**src/inc/dsas_pkg.sv**
```systemverilog
// Package: register map, field layout and timing constants of the dual converter sequencer
package dsas_pkg;
  localparam int ADDR_W = 6;
  localparam int DATA_W = 16;
  localparam int RES_W  = 10;
  localparam int CH_W   = 3;
  localparam int NCH    = 8;

  // Register index map (word addresses on the plain register port)
  localparam logic [ADDR_W-1:0] A_MODE0   = 6'h00;
  localparam logic [ADDR_W-1:0] A_TIME0   = 6'h01;
  localparam logic [ADDR_W-1:0] A_DET0    = 6'h02;
  localparam logic [ADDR_W-1:0] A_MODE1   = 6'h04;
  localparam logic [ADDR_W-1:0] A_TIME1   = 6'h05;
  localparam logic [ADDR_W-1:0] A_DET1    = 6'h06;
  localparam logic [ADDR_W-1:0] A_TRGSEL  = 6'h08;
  localparam logic [ADDR_W-1:0] A_RES0    = 6'h10;
  localparam logic [ADDR_W-1:0] A_RES1    = 6'h18;
  localparam logic [ADDR_W-1:0] A_RES_MSK = 6'h38;

  // Byte lane strobes: bit 1 upper byte, bit 0 lower byte
  localparam logic [1:0] BE_HI = 2'h2;
  localparam logic [1:0] BE_LO = 2'h1;

  // Mode/scan register fields
  localparam int F_ENABLE    = 15;
  localparam int F_BUSY      = 14;
  localparam int F_POLL      = 13;
  localparam int F_TRG_LSB   = 10;
  localparam int F_SCAN      = 8;
  localparam int F_START_LSB = 4;
  localparam int F_END_LSB   = 0;
  localparam logic [15:0] MODE_WR_MASK = 16'hBDFF;
  localparam logic [2:0]  TRG_SOFT  = 3'h0;
  localparam logic [2:0]  TRG_TIMER = 3'h1;
  localparam logic [2:0]  TRG_EXT   = 3'h2;

  // Conversion time register: upper byte writable, lower byte read-only
  localparam logic [7:0]  TIME_HI_RESET = 8'h01;
  localparam int          F_TIME_LSB    = 8;

  // Voltage detect register fields
  localparam int F_DET_EN     = 15;
  localparam int F_DET_ABOVE  = 14;
  localparam int F_DET_CH_LSB = 10;
  localparam logic [15:0] DET_WR_MASK = 16'hDFFF;

  localparam logic [15:0] ZERO16 = 16'h0000;
  localparam logic [15:0] MODE_RESET = 16'h0000;
endpackage : dsas_pkg

```
**src/logic/dsas_top.sv**
```systemverilog
// Two-converter successive approximation sequencer with register port
// Notes on behaviour
// Mode/scan write during conversion aborts and restarts sequence from first step; restarts only in soft mode with enable set, else idle or standby
// Software clears enable before writing a different mode/scan value
// Software clears enable in a separate write before changing trigger mode
// Conversion-time write during conversion suspends then ends the conversion
// Conversion-time: upper byte read/write, lower byte read-only, whole word readable
// Voltage-detect write during conversion suspends then ends the conversion
// Result reads give ten bits low, upper six bits zero
// Result registers read-only; writes ignored
// Eight dedicated result registers per converter, sixteen total
// Finished ten-bit approximation stored in that channel's result register
// Termination interrupt once the specified conversions of the sequence finish
// Detect enabled: compare monitored result with reference, flag above or below
// Enable starts at once in soft trigger mode, polling or not, else enters trigger standby
// Same-value mode rewrite: interrupted conversion stores no result
// Each trigger in standby runs one sequence, then standby with enable set
// Soft-start mode clears active status and stops after termination
// Polling mode keeps active set and restarts until enable cleared
// Polling mode raises termination interrupt on every completion
// Timer trigger chosen by shared eight-bit source select register
// External trigger mode starts on converter's external trigger pin
// Select mode converts only the chosen channel into its own register
// Scan mode converts start through end channel, interrupt after end
// Software keeps scan start channel below scan end channel
// Active status reads one while sequence runs or repeats, zero when stopped
module dsas_top #(
  parameter int NCONV = 2
) (
  input  wire logic                        sys_clk,
  input  wire logic                        reset,
  input  wire logic [dsas_pkg::ADDR_W-1:0] reg_addr,
  input  wire logic [dsas_pkg::DATA_W-1:0] reg_wdata,
  input  wire logic [1:0]                  reg_byte_en,
  input  wire logic                        reg_write,
  input  wire logic                        reg_read,
  output logic      [dsas_pkg::DATA_W-1:0] reg_rdata,
  input  wire logic [7:0]                  timer_events,
  input  wire logic [NCONV-1:0]            external_trigger_pin,
  output logic      [NCONV-1:0]            sample_start,
  output logic      [NCONV*3-1:0]          analog_input_channel,
  output logic      [NCONV-1:0]            comparator_trial_bit,
  input  wire logic [NCONV-1:0]            comparator_above,
  output logic      [NCONV-1:0]            conversion_done_irq,
  output logic      [NCONV-1:0]            voltage_detect_irq
);
  // The register map and the shared select byte have room for two converters only
  if (NCONV != 2) begin : g_bad_nconv
    $error("dsas_top serves exactly two converters");
  end

  // Field geometry used below
  localparam int TRG_W     = 3;
  localparam int TSEL_W    = 3;
  localparam int TSEL_STEP = 4;
  localparam int DET_REF_W = dsas_pkg::RES_W;

  // Software-written shared timer source select: 4 bits per converter
  logic [7:0]       timer_trigger_source_select;
  // Pin synchronisers and edge history; ext_sync and ext_prev feed logic
  logic [NCONV-1:0] ext_meta;
  logic [NCONV-1:0] ext_sync;
  logic [NCONV-1:0] ext_prev;

  always_ff @(posedge sys_clk or posedge reset) begin
    if (reset) begin
      ext_meta <= '0;
      ext_sync <= '0;
      ext_prev <= '0;
    end else begin
      ext_meta <= external_trigger_pin;
      ext_sync <= ext_meta;
      ext_prev <= ext_sync;
    end
  end

  always_ff @(posedge sys_clk or posedge reset) begin
    if (reset) begin
      timer_trigger_source_select <= 8'h00;
    end else if (reg_write && reg_addr == dsas_pkg::A_TRGSEL && reg_byte_en[0]) begin
      timer_trigger_source_select <= reg_wdata[7:0];
    end
  end

  logic [15:0] rd_mux [NCONV];

  for (genvar g = 0; g < NCONV; g++) begin : g_conv
    typedef enum logic [1:0] {DSAS_IDLE, DSAS_STANDBY, DSAS_CONVERT} dsas_state_t;
    dsas_state_t state;
    logic [15:0] mode_scan_control;
    logic [7:0]  conv_time_hi;
    logic [15:0] voltage_detect_control;
    logic [9:0]  result [dsas_pkg::NCH];
    logic [9:0]  sar;
    logic [3:0]  bit_idx;
    logic [7:0]  slot_cnt;
    logic [2:0]  cur_ch;
    logic        busy;
    logic [5:0]  base;
    logic        wr_mode;
    logic        wr_time;
    logic        wr_det;
    logic        wr_abort;
    logic        trig_evt;
    logic        timer_evt;
    logic        ext_evt;
    logic        last_ch;
    logic        done_pulse;
    logic        det_pulse;
    logic [15:0] next_mode_scan;
    logic [2:0]  trg;
    logic [2:0]  start_ch;
    logic [2:0]  end_ch;

    assign base     = (g == 0) ? dsas_pkg::A_MODE0 : dsas_pkg::A_MODE1;
    assign wr_mode  = reg_write && reg_addr == base;
    assign wr_time  = reg_write && reg_addr == (base | dsas_pkg::A_TIME0);
    assign wr_det   = reg_write && reg_addr == (base | dsas_pkg::A_DET0);
    // Any of these writes cuts the running channel short, so nothing may be stored
    assign wr_abort = wr_mode || wr_time || wr_det;
    assign trg      = mode_scan_control[dsas_pkg::F_TRG_LSB +: TRG_W];
    assign start_ch = mode_scan_control[dsas_pkg::F_START_LSB +: dsas_pkg::CH_W];
    assign end_ch   = mode_scan_control[dsas_pkg::F_END_LSB +: dsas_pkg::CH_W];
    // Timer events count as levels: one held high also starts the next sequence
    assign timer_evt = timer_events[timer_trigger_source_select[g*TSEL_STEP +: TSEL_W]];
    // Pin edges outside standby are dropped, not queued
    assign ext_evt  = ext_sync[g] && !ext_prev[g];
    assign trig_evt = (trg == dsas_pkg::TRG_TIMER) ? timer_evt :
                      (trg == dsas_pkg::TRG_EXT) ? ext_evt : 1'b0;
    assign last_ch  = !mode_scan_control[dsas_pkg::F_SCAN] || cur_ch == end_ch;
    assign busy     = state == DSAS_CONVERT
                      || (state != DSAS_IDLE && mode_scan_control[dsas_pkg::F_POLL]);
    wire logic first_ch_sel = mode_scan_control[dsas_pkg::F_SCAN] ? 1'b1 : 1'b0;
    wire logic [2:0] first_ch = first_ch_sel ? start_ch
                                : mode_scan_control[dsas_pkg::F_START_LSB +: 3];
    wire logic soft_mode = trg == dsas_pkg::TRG_SOFT;
    wire logic slot_end = slot_cnt == 8'h00;
    wire logic step_done = slot_end && bit_idx == 4'h0;

    // Value a mode write leaves behind; a one-lane write keeps the other lane
    always_comb begin
      next_mode_scan = mode_scan_control;
      if (reg_byte_en[1])
        next_mode_scan[15:8] = reg_wdata[15:8] & dsas_pkg::MODE_WR_MASK[15:8];
      if (reg_byte_en[0])
        next_mode_scan[7:0] = reg_wdata[7:0];
    end

    // Register storage and effects of writes
    always_ff @(posedge sys_clk or posedge reset) begin
      if (reset) begin
        mode_scan_control      <= dsas_pkg::MODE_RESET;
        conv_time_hi           <= dsas_pkg::TIME_HI_RESET;
        voltage_detect_control <= dsas_pkg::ZERO16;
      end else begin
        if (wr_mode) begin
          mode_scan_control <= next_mode_scan;
        end else if (state == DSAS_CONVERT && step_done && last_ch && soft_mode
                     && !wr_abort && !mode_scan_control[dsas_pkg::F_POLL]) begin
          mode_scan_control[dsas_pkg::F_ENABLE] <= 1'b0;
        end
        if (wr_time && reg_byte_en[1])
          conv_time_hi <= reg_wdata[15:8];
        if (wr_det) begin
          if (reg_byte_en[1])
            voltage_detect_control[15:8] <= reg_wdata[15:8] & dsas_pkg::DET_WR_MASK[15:8];
          if (reg_byte_en[0])
            voltage_detect_control[7:0] <= reg_wdata[7:0];
        end
      end
    end

    // Sequencer state machine with SAR stepping
    always_ff @(posedge sys_clk or posedge reset) begin
      if (reset) begin
        state    <= DSAS_IDLE;
        sar      <= 10'h000;
        bit_idx  <= 4'h0;
        slot_cnt <= 8'h00;
        cur_ch   <= 3'h0;
      end else if (wr_time || wr_det) begin
        // Suspend, then end; enable stays set until software rewrites the mode
        state <= DSAS_IDLE;
      end else if (wr_mode) begin
        // Abort; go idle if enable is cleared, else restart from first step in soft trigger mode or wait in standby in other trigger modes
        sar      <= 10'h000;
        bit_idx  <= 4'(dsas_pkg::RES_W);
        slot_cnt <= conv_time_hi;
        cur_ch   <= next_mode_scan[dsas_pkg::F_START_LSB +: dsas_pkg::CH_W];
        if (!next_mode_scan[dsas_pkg::F_ENABLE])
          state <= DSAS_IDLE;
        else if (next_mode_scan[dsas_pkg::F_TRG_LSB +: TRG_W] == dsas_pkg::TRG_SOFT)
          state <= DSAS_CONVERT;
        else
          state <= DSAS_STANDBY;
      end else begin
        case (state)
          DSAS_IDLE: begin
          end
          DSAS_STANDBY: begin
            if (trig_evt) begin
              state    <= DSAS_CONVERT;
              sar      <= 10'h000;
              bit_idx  <= 4'(dsas_pkg::RES_W);
              slot_cnt <= conv_time_hi;
              cur_ch   <= first_ch;
            end
          end
          DSAS_CONVERT: begin
            if (!slot_end) begin
              slot_cnt <= slot_cnt - 8'h01;
            end else if (bit_idx != 4'h0) begin
              sar[bit_idx - 4'h1] <= comparator_above[g];
              bit_idx  <= bit_idx - 4'h1;
              slot_cnt <= conv_time_hi;
            end else begin
              sar      <= 10'h000;
              bit_idx  <= 4'(dsas_pkg::RES_W);
              slot_cnt <= conv_time_hi;
              if (!last_ch) begin
                cur_ch <= cur_ch + 3'h1;
              end else begin
                cur_ch <= first_ch;
                if (mode_scan_control[dsas_pkg::F_POLL])
                  state <= DSAS_CONVERT;
                else if (soft_mode)
                  state <= DSAS_IDLE;
                else
                  state <= DSAS_STANDBY;
              end
            end
          end
          default: state <= DSAS_IDLE;
        endcase
      end
    end

    // Result storage, detection and interrupt pulses
    always_ff @(posedge sys_clk or posedge reset) begin
      if (reset) begin
        for (int i = 0; i < dsas_pkg::NCH; i++) result[i] <= 10'h000;
        done_pulse <= 1'b0;
        det_pulse  <= 1'b0;
      end else begin
        done_pulse <= 1'b0;
        det_pulse  <= 1'b0;
        // In polling mode an unread result is simply overwritten
        if (state == DSAS_CONVERT && step_done && !wr_abort) begin
          result[cur_ch] <= sar;
          if (last_ch)
            done_pulse <= 1'b1;
          if (voltage_detect_control[dsas_pkg::F_DET_EN]
              && cur_ch == voltage_detect_control[dsas_pkg::F_DET_CH_LSB +: dsas_pkg::CH_W]) begin
            if (voltage_detect_control[dsas_pkg::F_DET_ABOVE])
              det_pulse <= sar >= voltage_detect_control[DET_REF_W-1:0];
            else
              det_pulse <= sar < voltage_detect_control[DET_REF_W-1:0];
          end
        end
      end
    end

    always_comb begin
      rd_mux[g] = dsas_pkg::ZERO16;
      if (reg_addr == base)
        rd_mux[g] = {mode_scan_control[15], busy, mode_scan_control[13:0]};
      else if (reg_addr == (base | dsas_pkg::A_TIME0))
        rd_mux[g] = {conv_time_hi, 8'h00};
      else if (reg_addr == (base | dsas_pkg::A_DET0))
        rd_mux[g] = voltage_detect_control;
      else if ((reg_addr & dsas_pkg::A_RES_MSK) == (g == 0 ? dsas_pkg::A_RES0 : dsas_pkg::A_RES1))
        rd_mux[g] = {6'h00, result[reg_addr[2:0]]};
    end

    assign sample_start[g] = state == DSAS_CONVERT && bit_idx == 4'(dsas_pkg::RES_W)
                             && slot_cnt == conv_time_hi;
    assign analog_input_channel[g*3 +: 3] = cur_ch;
    assign comparator_trial_bit[g] = state == DSAS_CONVERT;
    // One writer per pulse register; the output bit only follows it
    assign conversion_done_irq[g] = done_pulse;
    assign voltage_detect_irq[g]  = det_pulse;
  end

  // Unselected converters answer zero, so their read paths may simply be ORed
  logic [15:0] rd_any;
  always_comb begin
    rd_any = dsas_pkg::ZERO16;
    for (int k = 0; k < NCONV; k++)
      rd_any = rd_any | rd_mux[k];
  end

  always_ff @(posedge sys_clk or posedge reset) begin
    if (reset) begin
      reg_rdata <= dsas_pkg::ZERO16;
    end else if (reg_read) begin
      if (reg_addr == dsas_pkg::A_TRGSEL)
        reg_rdata <= {8'h00, timer_trigger_source_select};
      else
        reg_rdata <= rd_any;
    end else begin
      reg_rdata <= dsas_pkg::ZERO16;
    end
  end
endmodule : dsas_top

```
**config.mk**
```make
export PLATFORM = sky130hd
export DESIGN_NAME = dsas_top
export DESIGN_NICKNAME = d
export VERILOG_FILES = /design/src/inc/dsas_pkg.sv /design/src/logic/dsas_top.sv
export SDC_FILE = /design/constraint.sdc
export NUM_CORES = 1
export LEC_CHECK = 0
export BUFFER_PORTS_ARGS = -buffer_cell sky130_fd_sc_hd__buf_2
export CAP_MARGIN = 20
export CORE_MARGIN = 8
export CORE_UTILIZATION = 58
export CTS_BUF_LIST = sky130_fd_sc_hd__clkbuf_8
export DETAILED_ROUTE_END_ITERATION = 12
export PLACE_DENSITY = 0.85
export SLEW_MARGIN = 20
export SYNTH_ARGS = -nofsm -noshare
export SYNTH_HDL_FRONTEND = slang
export SYNTH_SLANG_ARGS = --single-unit
```
**constraint.sdc**
```tcl
create_clock -name sys_clk -period 12.8 [get_ports sys_clk]
set_input_delay 3.2 -clock sys_clk [delete_from_list [all_inputs] [get_ports sys_clk]]
set_output_delay 3.2 -clock sys_clk [all_outputs]
set_load 0.02 [all_outputs]
```
### After elaboration in Yosys (flattened, before gate mapping)

Cells that the tools add are included.

* bitwise operators: 6
* $add $sub $neg: 6
* magnitude comparators: 15
* eq/ne operators: 40
* reduce and logical (&&, ||, !) cells: 91
* multiplexer cells: 116

Operators with widths (count)
* $bwmux W80: 2
* $mux W10: 16
* $mux W16: 8
* $mux W8: 8
* $bmux W10 S3: 2
* $demux W10 S3: 2
* $pmux W10 S2: 2
* $logic_and A1 B1 Y1: 38
* $mux W2: 18
* $mux W4: 8
* $pmux W8 S2: 2
* $mux W3: 10
* $mux W1: 24
* $bwmux W10: 2
* $ge A10 B10 Y1: 2
* $lt A10 B10 Y1: 2
* $reduce_and A5 Y1: 4
* $eq A6 B3 Y1 const B: 3
* $ne A3 B3 Y1 const B: 6
* $eq A8 B8 Y1: 2
* $logic_not A8 Y1: 2
* $ne A4 B1 Y1 const B: 4
* $ne A4 B4 Y1 const B: 4
* $or A16 B16 Y16: 1
* other kinds (38): 102

* logic and storage cells: 323
* input bits: 40
* register bits: 322

### Depth between registers and ports, before layout

Gate-level depths: netlist (run 1).

* depth after elaboration: 11
* depth in mapped cells: 10

### Worst setup path after synthesis (run 1)

OpenSTA, ideal clock, no wires.

* kind: in2reg
* start point: input port reg_addr[0] (netlist bit)
* end point: register g_conv[0].result[31] (netlist bit)
* required time: 12675 ps
* path buffers: 2
* arrival time: 5301 ps
* path slack: 7375 ps
* stages: 8
* path through: buf_2 nor3b_1 a21boi_0 nand4_2 or2_1 buf_2 nor3_4 mux2_2

* word-level cells in the longest chain between the ends: 6
* elaborated cells between the ends (all ways): 10

Ends and longest elaborated chain
* start, declared: RTL line dsas_top.sv:32 `input wire logic [dsas_pkg::ADDR_W-1:0] reg_addr,`
* $eq A6 B1 Y1 or $logic_not A6 Y1 (tied branches): RTL line dsas_top.sv:117, dsas_top.sv:116
* $logic_and A1 B1 Y1, on equally long branches: RTL line dsas_top.sv:117, dsas_top.sv:116
* $logic_or A1 B1 Y1: RTL line dsas_top.sv:120 `assign wr_abort = wr_mode || wr_time || wr_det;`
* $logic_or A1 B1 Y1 (*): RTL line dsas_top.sv:120
* $logic_not A1 Y1 (*): RTL line dsas_top.sv:248 `if (state == DSAS_CONVERT && step_done && !wr_abort) begin`
* $logic_and A1 B1 Y1 (*): RTL line dsas_top.sv:248
* end signal, assigned by index: RTL line dsas_top.sv:249 `result[cur_ch] <= sar;`
* end, declared: RTL line dsas_top.sv:93 `logic [9:0] result [dsas_pkg::NCH];`

Mark *: on every way between the ends. The rest lies on a longest branch, timed or not.
A chain may end at the register's enable or synchronous reset.

### Worst setup path in the final report (run 1)

* start point: input port reg_addr[1] (netlist bit)
* end point: register g_conv[0].voltage_detect_control[0]

* word-level cells in the longest chain between the ends: 3

Ends and longest elaborated chain
* $eq A6 B2 Y1: RTL line dsas_top.sv:118 `assign wr_det = reg_write && reg_addr == (base | dsas_pkg::A_DET0);`
* $logic_and A1 B1 Y1: RTL line dsas_top.sv:118
* $reduce_and A2 Y1 (no source line)
* end signal, assigned: RTL line dsas_top.sv:154 `voltage_detect_control <= dsas_pkg::ZERO16;`
* end signal, assigned: RTL line dsas_top.sv:168 `voltage_detect_control[7:0] <= reg_wdata[7:0];`
* end, declared: RTL line dsas_top.sv:92 `logic [15:0] voltage_detect_control;`

No other way between the ends.

==> qor.yml, run 1 <==
global_route:
  antenna_found_initial: 5
  grt_max_degree: 121
  grt_overflow: 0
  grt_pass1_vias: 12680
  grt_pass1_wl_um: 69330
  grt_usage_pct: 25.82
clock_network:
  cts_tree: "yes"
  postCtsSetupBuffers: 0
  cts.sinks: 322
  clkTransAtPathRegs_ns: 0.06
  cts_made_buffers: 51
  clockBufferDepth: 3
  cts_max_level: 2
  clock_latency_ns: 0.59
  cts_resized: 0
  root_buffer: "clkbuf_8"
  holdBufCountCts: 0
place:
  io_buffers: 69
  place.gp.congestion: 0.9480
  pre_cts_ws_ns: 6.465
  post-dp-hpwl_um: 29650
floorplan:
  io_pins: 70
  coreArea_um2: 28390
  rows: 62
  die-area_um2: 34250
  die_w_um: 185.1
  die_h_um: 185.1
  start_util_pct: 58.39
min_path:
  hold_end: "ext_sync[0]"
  hold_class: "reg2reg"
  hold_depth: 0
  min_from: "ext_meta[0]"
cells_and_area:
  fin_nets: 1551
  fillers: 2113
  synthToLayoutAreaGrowth_pct: 11.17
  drive_gt1_share_pct: 30.55
synth:
  netlist_top_cells_count: "dfrtp_1 (320), mux2_2 (234), nand2_1 (96)"
  ys_seq_area_share_pct: 48.62
  synth_edf_count: 0
  ys_ff_latch: 322
  synthFlopType: "dfrtp_1"
  synth_most_common_cell: "dfrtp_1"
  synth_area_leaders: "dfrtp_1 (48%), mux2_2 (16%), mux4_2 (5.3%)"
  synth_cells: 1402
  synth_top_area_share_pct: 48.30
  yosys.area.top_type: "dfrtp_1"
  async_reset_ff_share_pct: 100.0
  synthesis.area_um2: 16580
  synth_area_per_cell_um2: 11.82
  syn_nets: 1482
  synth_warnings: 0
  ys_types: 74
worst_setup_path:
  reg2reg_slack_ns: 9.13
  cp.arrival_ns: 6.30
  r2r-end: "g_conv[1].result[61]"
  path_class: "in2reg"
  reg2regPathDepth: 7
  cp-end-kind: "flip-flop"
  start_kind: "primary input"
  timing.rr.start: "g_conv[1].slot_cnt[0]"
  cp.required_ns: 13.28
  crit_fanout: 53
sta:
  fmax_mhz: 171.7
  rsz0062_at_grt: "no"
  fin_worst_skew_ns: 0.02783
  tightest_slew_ns: 1.067
  tns_ns: 0
  max-slew-margin-rel_pct: 28.47
  setup_ws_ns: 6.976
  period_minus_slack_ns: 5.824
  setup_viol: 0
  period_share_pct: 45.50
  drv_slew: 0
  finalHoldViolCount: 0
power:
  powerDensity_nw_per_um2: 138.6
  peakVddDrop_mv: 0.1271
  power.total_mw: 2.554
  leakagePower_nw: 8.754
detailed_routing:
  firstDrtPassIters: 5
  finalWirelength_um: 43420
  routedWlPerCell_um: 22.92
  ant_nets: 0
  drtIter0Drc: 979
  drc: 0
  vias: 12070
  avgViaCountPerCell: 6.374
run:
  drv_cap: 0
run_status:
  status: "finished clean"
-- critical path: stages --
cell	delay [ns]
buf_2	0.49
buf_4	0.69
inv_1	0.30
or3_1	0.45
nor2_1	0.68
mux2_2	0.41
-- per-stage QoR --
step | util [%] | instances | hold WS [ns] | instance area (µm²)
floorplan | - | 1402 | 0.3312 | 16580
global placement | 60.73 | 1802 | 0.3358 | 17240
detailed placement | 60.73 | 1802 | 0.3457 | 17240
CTS | 64.82 | 1893 | 0.3583 | 18410
global route | 64.90 | 1893 | 0.3623 | 18430
finish | 64.91 | 1894 | 0.3567 | 18430
-- cell usage in the layout, fill, tap and decap left out, drive strengths merged, types with 13 or more instances in the layout --
| cell type | count |
|---|---|
| xnor2 | 28 |
| mux2 | 236 |
| nand2 | 96 |
| a21oi | 53 |
| nor3 | 26 |
| mux4 | 39 |
| inv | 67 |
| buf | 79 |
| o21ai | 89 |
| ha | 40 |
| nand3 | 22 |
| dfrtp | 320 |
| clkbuf | 62 |
| o22ai | 13 |
| a22oi | 19 |
| nor2 | 71 |
| mux2i | 50 |
-- registers in the layout, summed over array words and instances, names as in the netlist --
| register | cells |
|---|---|
| g_conv.voltage_detect_control | 30 |
| g_conv.state | 4 |
| g_conv.conv_time_hi | 16 |
| timer_trigger_source_select | 8 |
| g_conv.sar | 20 |
| ext_meta | 2 |
| g_conv.mode_scan_control | 28 |
| g_conv.result | 160 |
| ext_sync | 2 |
| g_conv.cur_ch | 6 |
| reg_rdata | 16 |
| g_conv.done_pulse | 2 |
| g_conv.det_pulse | 2 |
| g_conv.bit_idx | 8 |
| ext_prev | 2 |
| g_conv.slot_cnt | 16 |
-- layer usage --
layer | up-vias | global-route usage, % | share of wire (%)
met1 | 6099 | 32.19 | 40
li1 | 5289 | - | -
met4 | 8 | 11.78 | 4.7
met3 | 155 | 6.042 | 7.5
met2 | 522 | 42.39 | 48
met5 | - | 0 | 0.12
-- worst max path at each step --
stage           startpoint                             endpoint  slack (ns)  depth (start not counted)
6_report       reg_addr[1]  g_conv[0].voltage_detect_control[0]        6.98                          6
5_1_grt        reg_addr[0]                 g_conv[0].result[32]        6.86                          7
4_1_cts        reg_addr[1]                g_conv[1].slot_cnt[6]        7.02                          8
3_5_place_dp   reg_addr[0]                 g_conv[0].result[36]        6.46                          7
3_3_place_gp   reg_addr[0]                 g_conv[0].result[31]        6.57                          7
2_1_floorplan        reset                          ext_meta[0]        0.69                          1
-- power breakdown --
part	switching, mW	internal (mW)	total, mW
Combinational	0.253	0.163	0.416
Sequential	0.0741	1.07	1.14
Clock	0.415	0.579	0.994
Total	0.743	1.81	2.55
-- cell families (layout without fill, tap and decap cells) --
kind of cell | count (synthesis) | after routing | share of synthesized area [%]
adder cells (fa/ha/maj) | 40 | 40 | 3.019
flip-flops | 322 | 322 | 48.62
multiplexers | 325 | 325 | 24.35
other | 0 | 1 | 0
buffers and inverters | 116 | 223 | 2.762
AO/OA/AOI/OAI | 270 | 270 | 10.37
XOR/XNOR | 31 | 31 | 1.638
AND/OR/NAND/NOR | 298 | 298 | 9.245
-- final cells by class --
class                           instances  area [µm²]  share of cell area (%)
Multi-Input combinational cell        964        8092                   43.90
Tap cell                              384       480.5                   2.607
Antenna cell                            1       2.502                 0.01358
Clock buffer                           62       853.3                   4.630
Clock inverter                         29       309.0                   1.677
Sequential cell                       322        8060                   43.73
Inverter                               53       206.4                   1.120
Timing Repair Buffer                   79       426.7                   2.315
Note: power is estimated with default switching activity, not from simulation.
==> run 2, diff against run 1 <==
Settings changed: CORE_UTILIZATION 58 to 60, PLACE_DENSITY 0.85 to 0.84.
Clock period 12.8 ns to 5.6 ns, I/O delays scaled along.
==> run 2 against run 1 <==
Compared with the run above:
- total power increased by 120%
- setup slack got worse by 5.3 ns
- combinational power increased by 130%
- count of clock-buffer cells in the layout increased by 9
- die area decreased by 3.0%
- sequential share of layout area about the same
- critical path type unchanged
- highest routed layer unchanged
==> qor.yml, run 2 (synthesis results as in run 1) <==
run_status:
  status: "finished clean"
sta:
  tightest_slew_ns: 1.093  # +0.02591 ns
  period_minus_slack_ns: 3.892
  setup_viol: 0  # unchanged
  max-slew-margin-rel_pct: 27.05  # -1.4 points
  fin_worst_skew_ns: 0.01325  # -0.01457 ns
  period_share_pct: 69.49
  fmax_mhz: 257.0
  rsz0062_at_grt: "no"
  tns_ns: 0  # unchanged
  drv_slew: 0  # unchanged
  setup_ws_ns: 1.708  # -5.268 ns
  finalHoldViolCount: 0  # unchanged
global_route:
  grt_pass1_wl_um: 68300  # -1.5%
  grt_pass1_vias: 12420  # -2.1%
  grt_max_degree: 197  # +63%
  grt_usage_pct: 25.77  # -0.041 points
  gr-usage-met2_pct: 42.29  # -0.11 points
  use_met1_pct: 33.17  # +0.98 points
  grt_overflow: 0  # unchanged
  grt_util_met3_pct: 5.886  # -0.16 points
  top_usage_layer: "met2"
  antenna_found_initial: 1  # -4
place:
  place.gp.congestion: 0.9293  # -2.0%
  io_buffers: 69  # unchanged
  pre_cts_ws_ns: 1.169  # -5.296 ns
  post-dp-hpwl_um: 28980  # -2.3%
  dpl_cell_area_um2: 17280  # +0.24%
  dp.cells: 1773  # -1.6%
worst_setup_path:
  start_kind: "primary input"
  crit_chain: "buf_2, nor4_2, buf_4, a21boi_0, nand4_2, or2_1, nor3_4, mux2_2"
  crit_fanout: 16  # -70%
  crit_path_top_delay_cell: "a21boi_0"
  slowest_delay_ns: 0.61  # -0.08 ns
  cp.arrival_ns: 4.35  # -1.95 ns
  path_class: "in2reg"
  cp-end-kind: "flip-flop"
  cp.required_ns: 6.06  # -7.22 ns
clock_network:
  clock_latency_ns: 0.58  # about the same
  cts_made_buffers: 51  # unchanged
  cts_resized: 0  # unchanged
  cts_max_level: 2  # unchanged
  postCtsSetupBuffers: 0  # unchanged
  clkTransAtPathRegs_ns: 0.07  # about the same
  root_buffer: "clkbuf_8"
  cts.sinks: 322  # unchanged
  clockBufferDepth: 3  # unchanged
  cts_tree: "yes"
  holdBufCountCts: 0  # unchanged
cells_and_area:
  drive_gt1_share_pct: 31.21  # +0.66 points
  fillers: 1941  # -8.1%
  fin_nets: 1561  # +0.64%
  multi_input_comb_area_um2: 8075  # -0.20%
  fin_cells: 1868  # -1.4%
  regMostFlops: "g_conv.result"
  synthToLayoutAreaGrowth_pct: 11.28
  reg_top3: "g_conv.result: 160 flops, g_conv.voltage_detect_control: 30 flops, g_conv.mode_scan_control: 28 flops"
  largest_reg_flops: 160  # unchanged
  final_cell_area_um2: 18450  # +0.10%
  seq_area_um2: 8060  # unchanged
  antenna_cells: 0  # -1
  final_cell_mix: "dfrtp_1 (320), mux2_2 (234), nand2_1 (96)"
  final_common_cell: "dfrtp_1"
floorplan:
  rows: 61  # -1.6%
  die_h_um: 182.2  # -1.5%
  coreArea_um2: 27480  # -3.2%
  die-area_um2: 33210  # -3.0%
  start_util_pct: 60.34  # +1.9 points
  die_w_um: 182.2  # -1.5%
  io_pins: 70  # unchanged
detailed_routing:
  drc: 0  # unchanged
  ant_nets: 0  # unchanged
  drtIter0Drc: 874  # -11%
  firstDrtPassIters: 7  # +2
  vias: 11850  # -1.8%
  routedWlPerCell_um: 22.63  # -1.3%
  avgViaCountPerCell: 6.344  # -0.48%
  finalWirelength_um: 42280  # -2.6%
power:
  leakagePower_nw: 8.801  # +0.54%
  peakVddDrop_mv: 0.2801  # +120%
  powerDensity_nw_per_um2: 310.2  # +120%
min_path:
  hold_class: "reg2reg"
run:
  drv_cap: 0  # unchanged
[run 2: critical path: cells and delay by family]
kind                   cells  cell delay (ns)
buffers and inverters      2             0.45
AND/OR/NAND/NOR            4             1.47
multiplexers               1             0.42
AO/OA/AOI/OAI              1             0.61
[run 2: worst paths after layout]
kind                                    startpoint              endpoint  slack (ns)  cells past startpoint
max in group asynchronous                    reset  g_conv[1].result[78]        3.38                      4
worst min-delay path                   ext_meta[1]           ext_sync[1]        0.35                      0
worst min register to register         ext_meta[1]           ext_sync[1]        0.35                      0
worst max register to register  g_conv[0].state[0]  g_conv[0].result[31]        2.13                      7
min in group asynchronous                    reset  g_conv[0].result[75]        0.87                      2
worst max-delay path                   reg_addr[2]  g_conv[0].result[31]        1.71                      8
[run 2: layout make-up]
type	instances	area share, %
clock buffers	71	5.297
well taps	346	2.347
multi-input cells	964	43.77
clock inverters	23	0.8545
flip-flops and latches	322	43.69
repair buffers	89	2.943
inverters	53	1.099
[run 2: per-stage QoR]
step / power [mW] / hold slack, ns / util, %
after floorplan: 3.299 / 0.3312 / -
after global placement: 3.535 / 0.3332 / 62.88
after detailed placement: 3.575 / 0.3364 / 62.91
after CTS: 5.736 / 0.3513 / 67.04
after global routing: 5.961 / 0.3629 / 67.14
final: 5.723 / 0.3491 / 67.14
[run 2: per-layer routing]
layer | wire (µm) | vias up
met5 | 13 | -
met4 | 1464 | 2
met3 | 3222 | 117
met2 | 20200 | 465
met1 | 17370 | 5939
li1 | - | 5327
[run 2: where the power goes]
group          switching [mW]  internal [mW]
logic                   0.565          0.379
clock network           0.950           1.22
registers               0.165           2.44
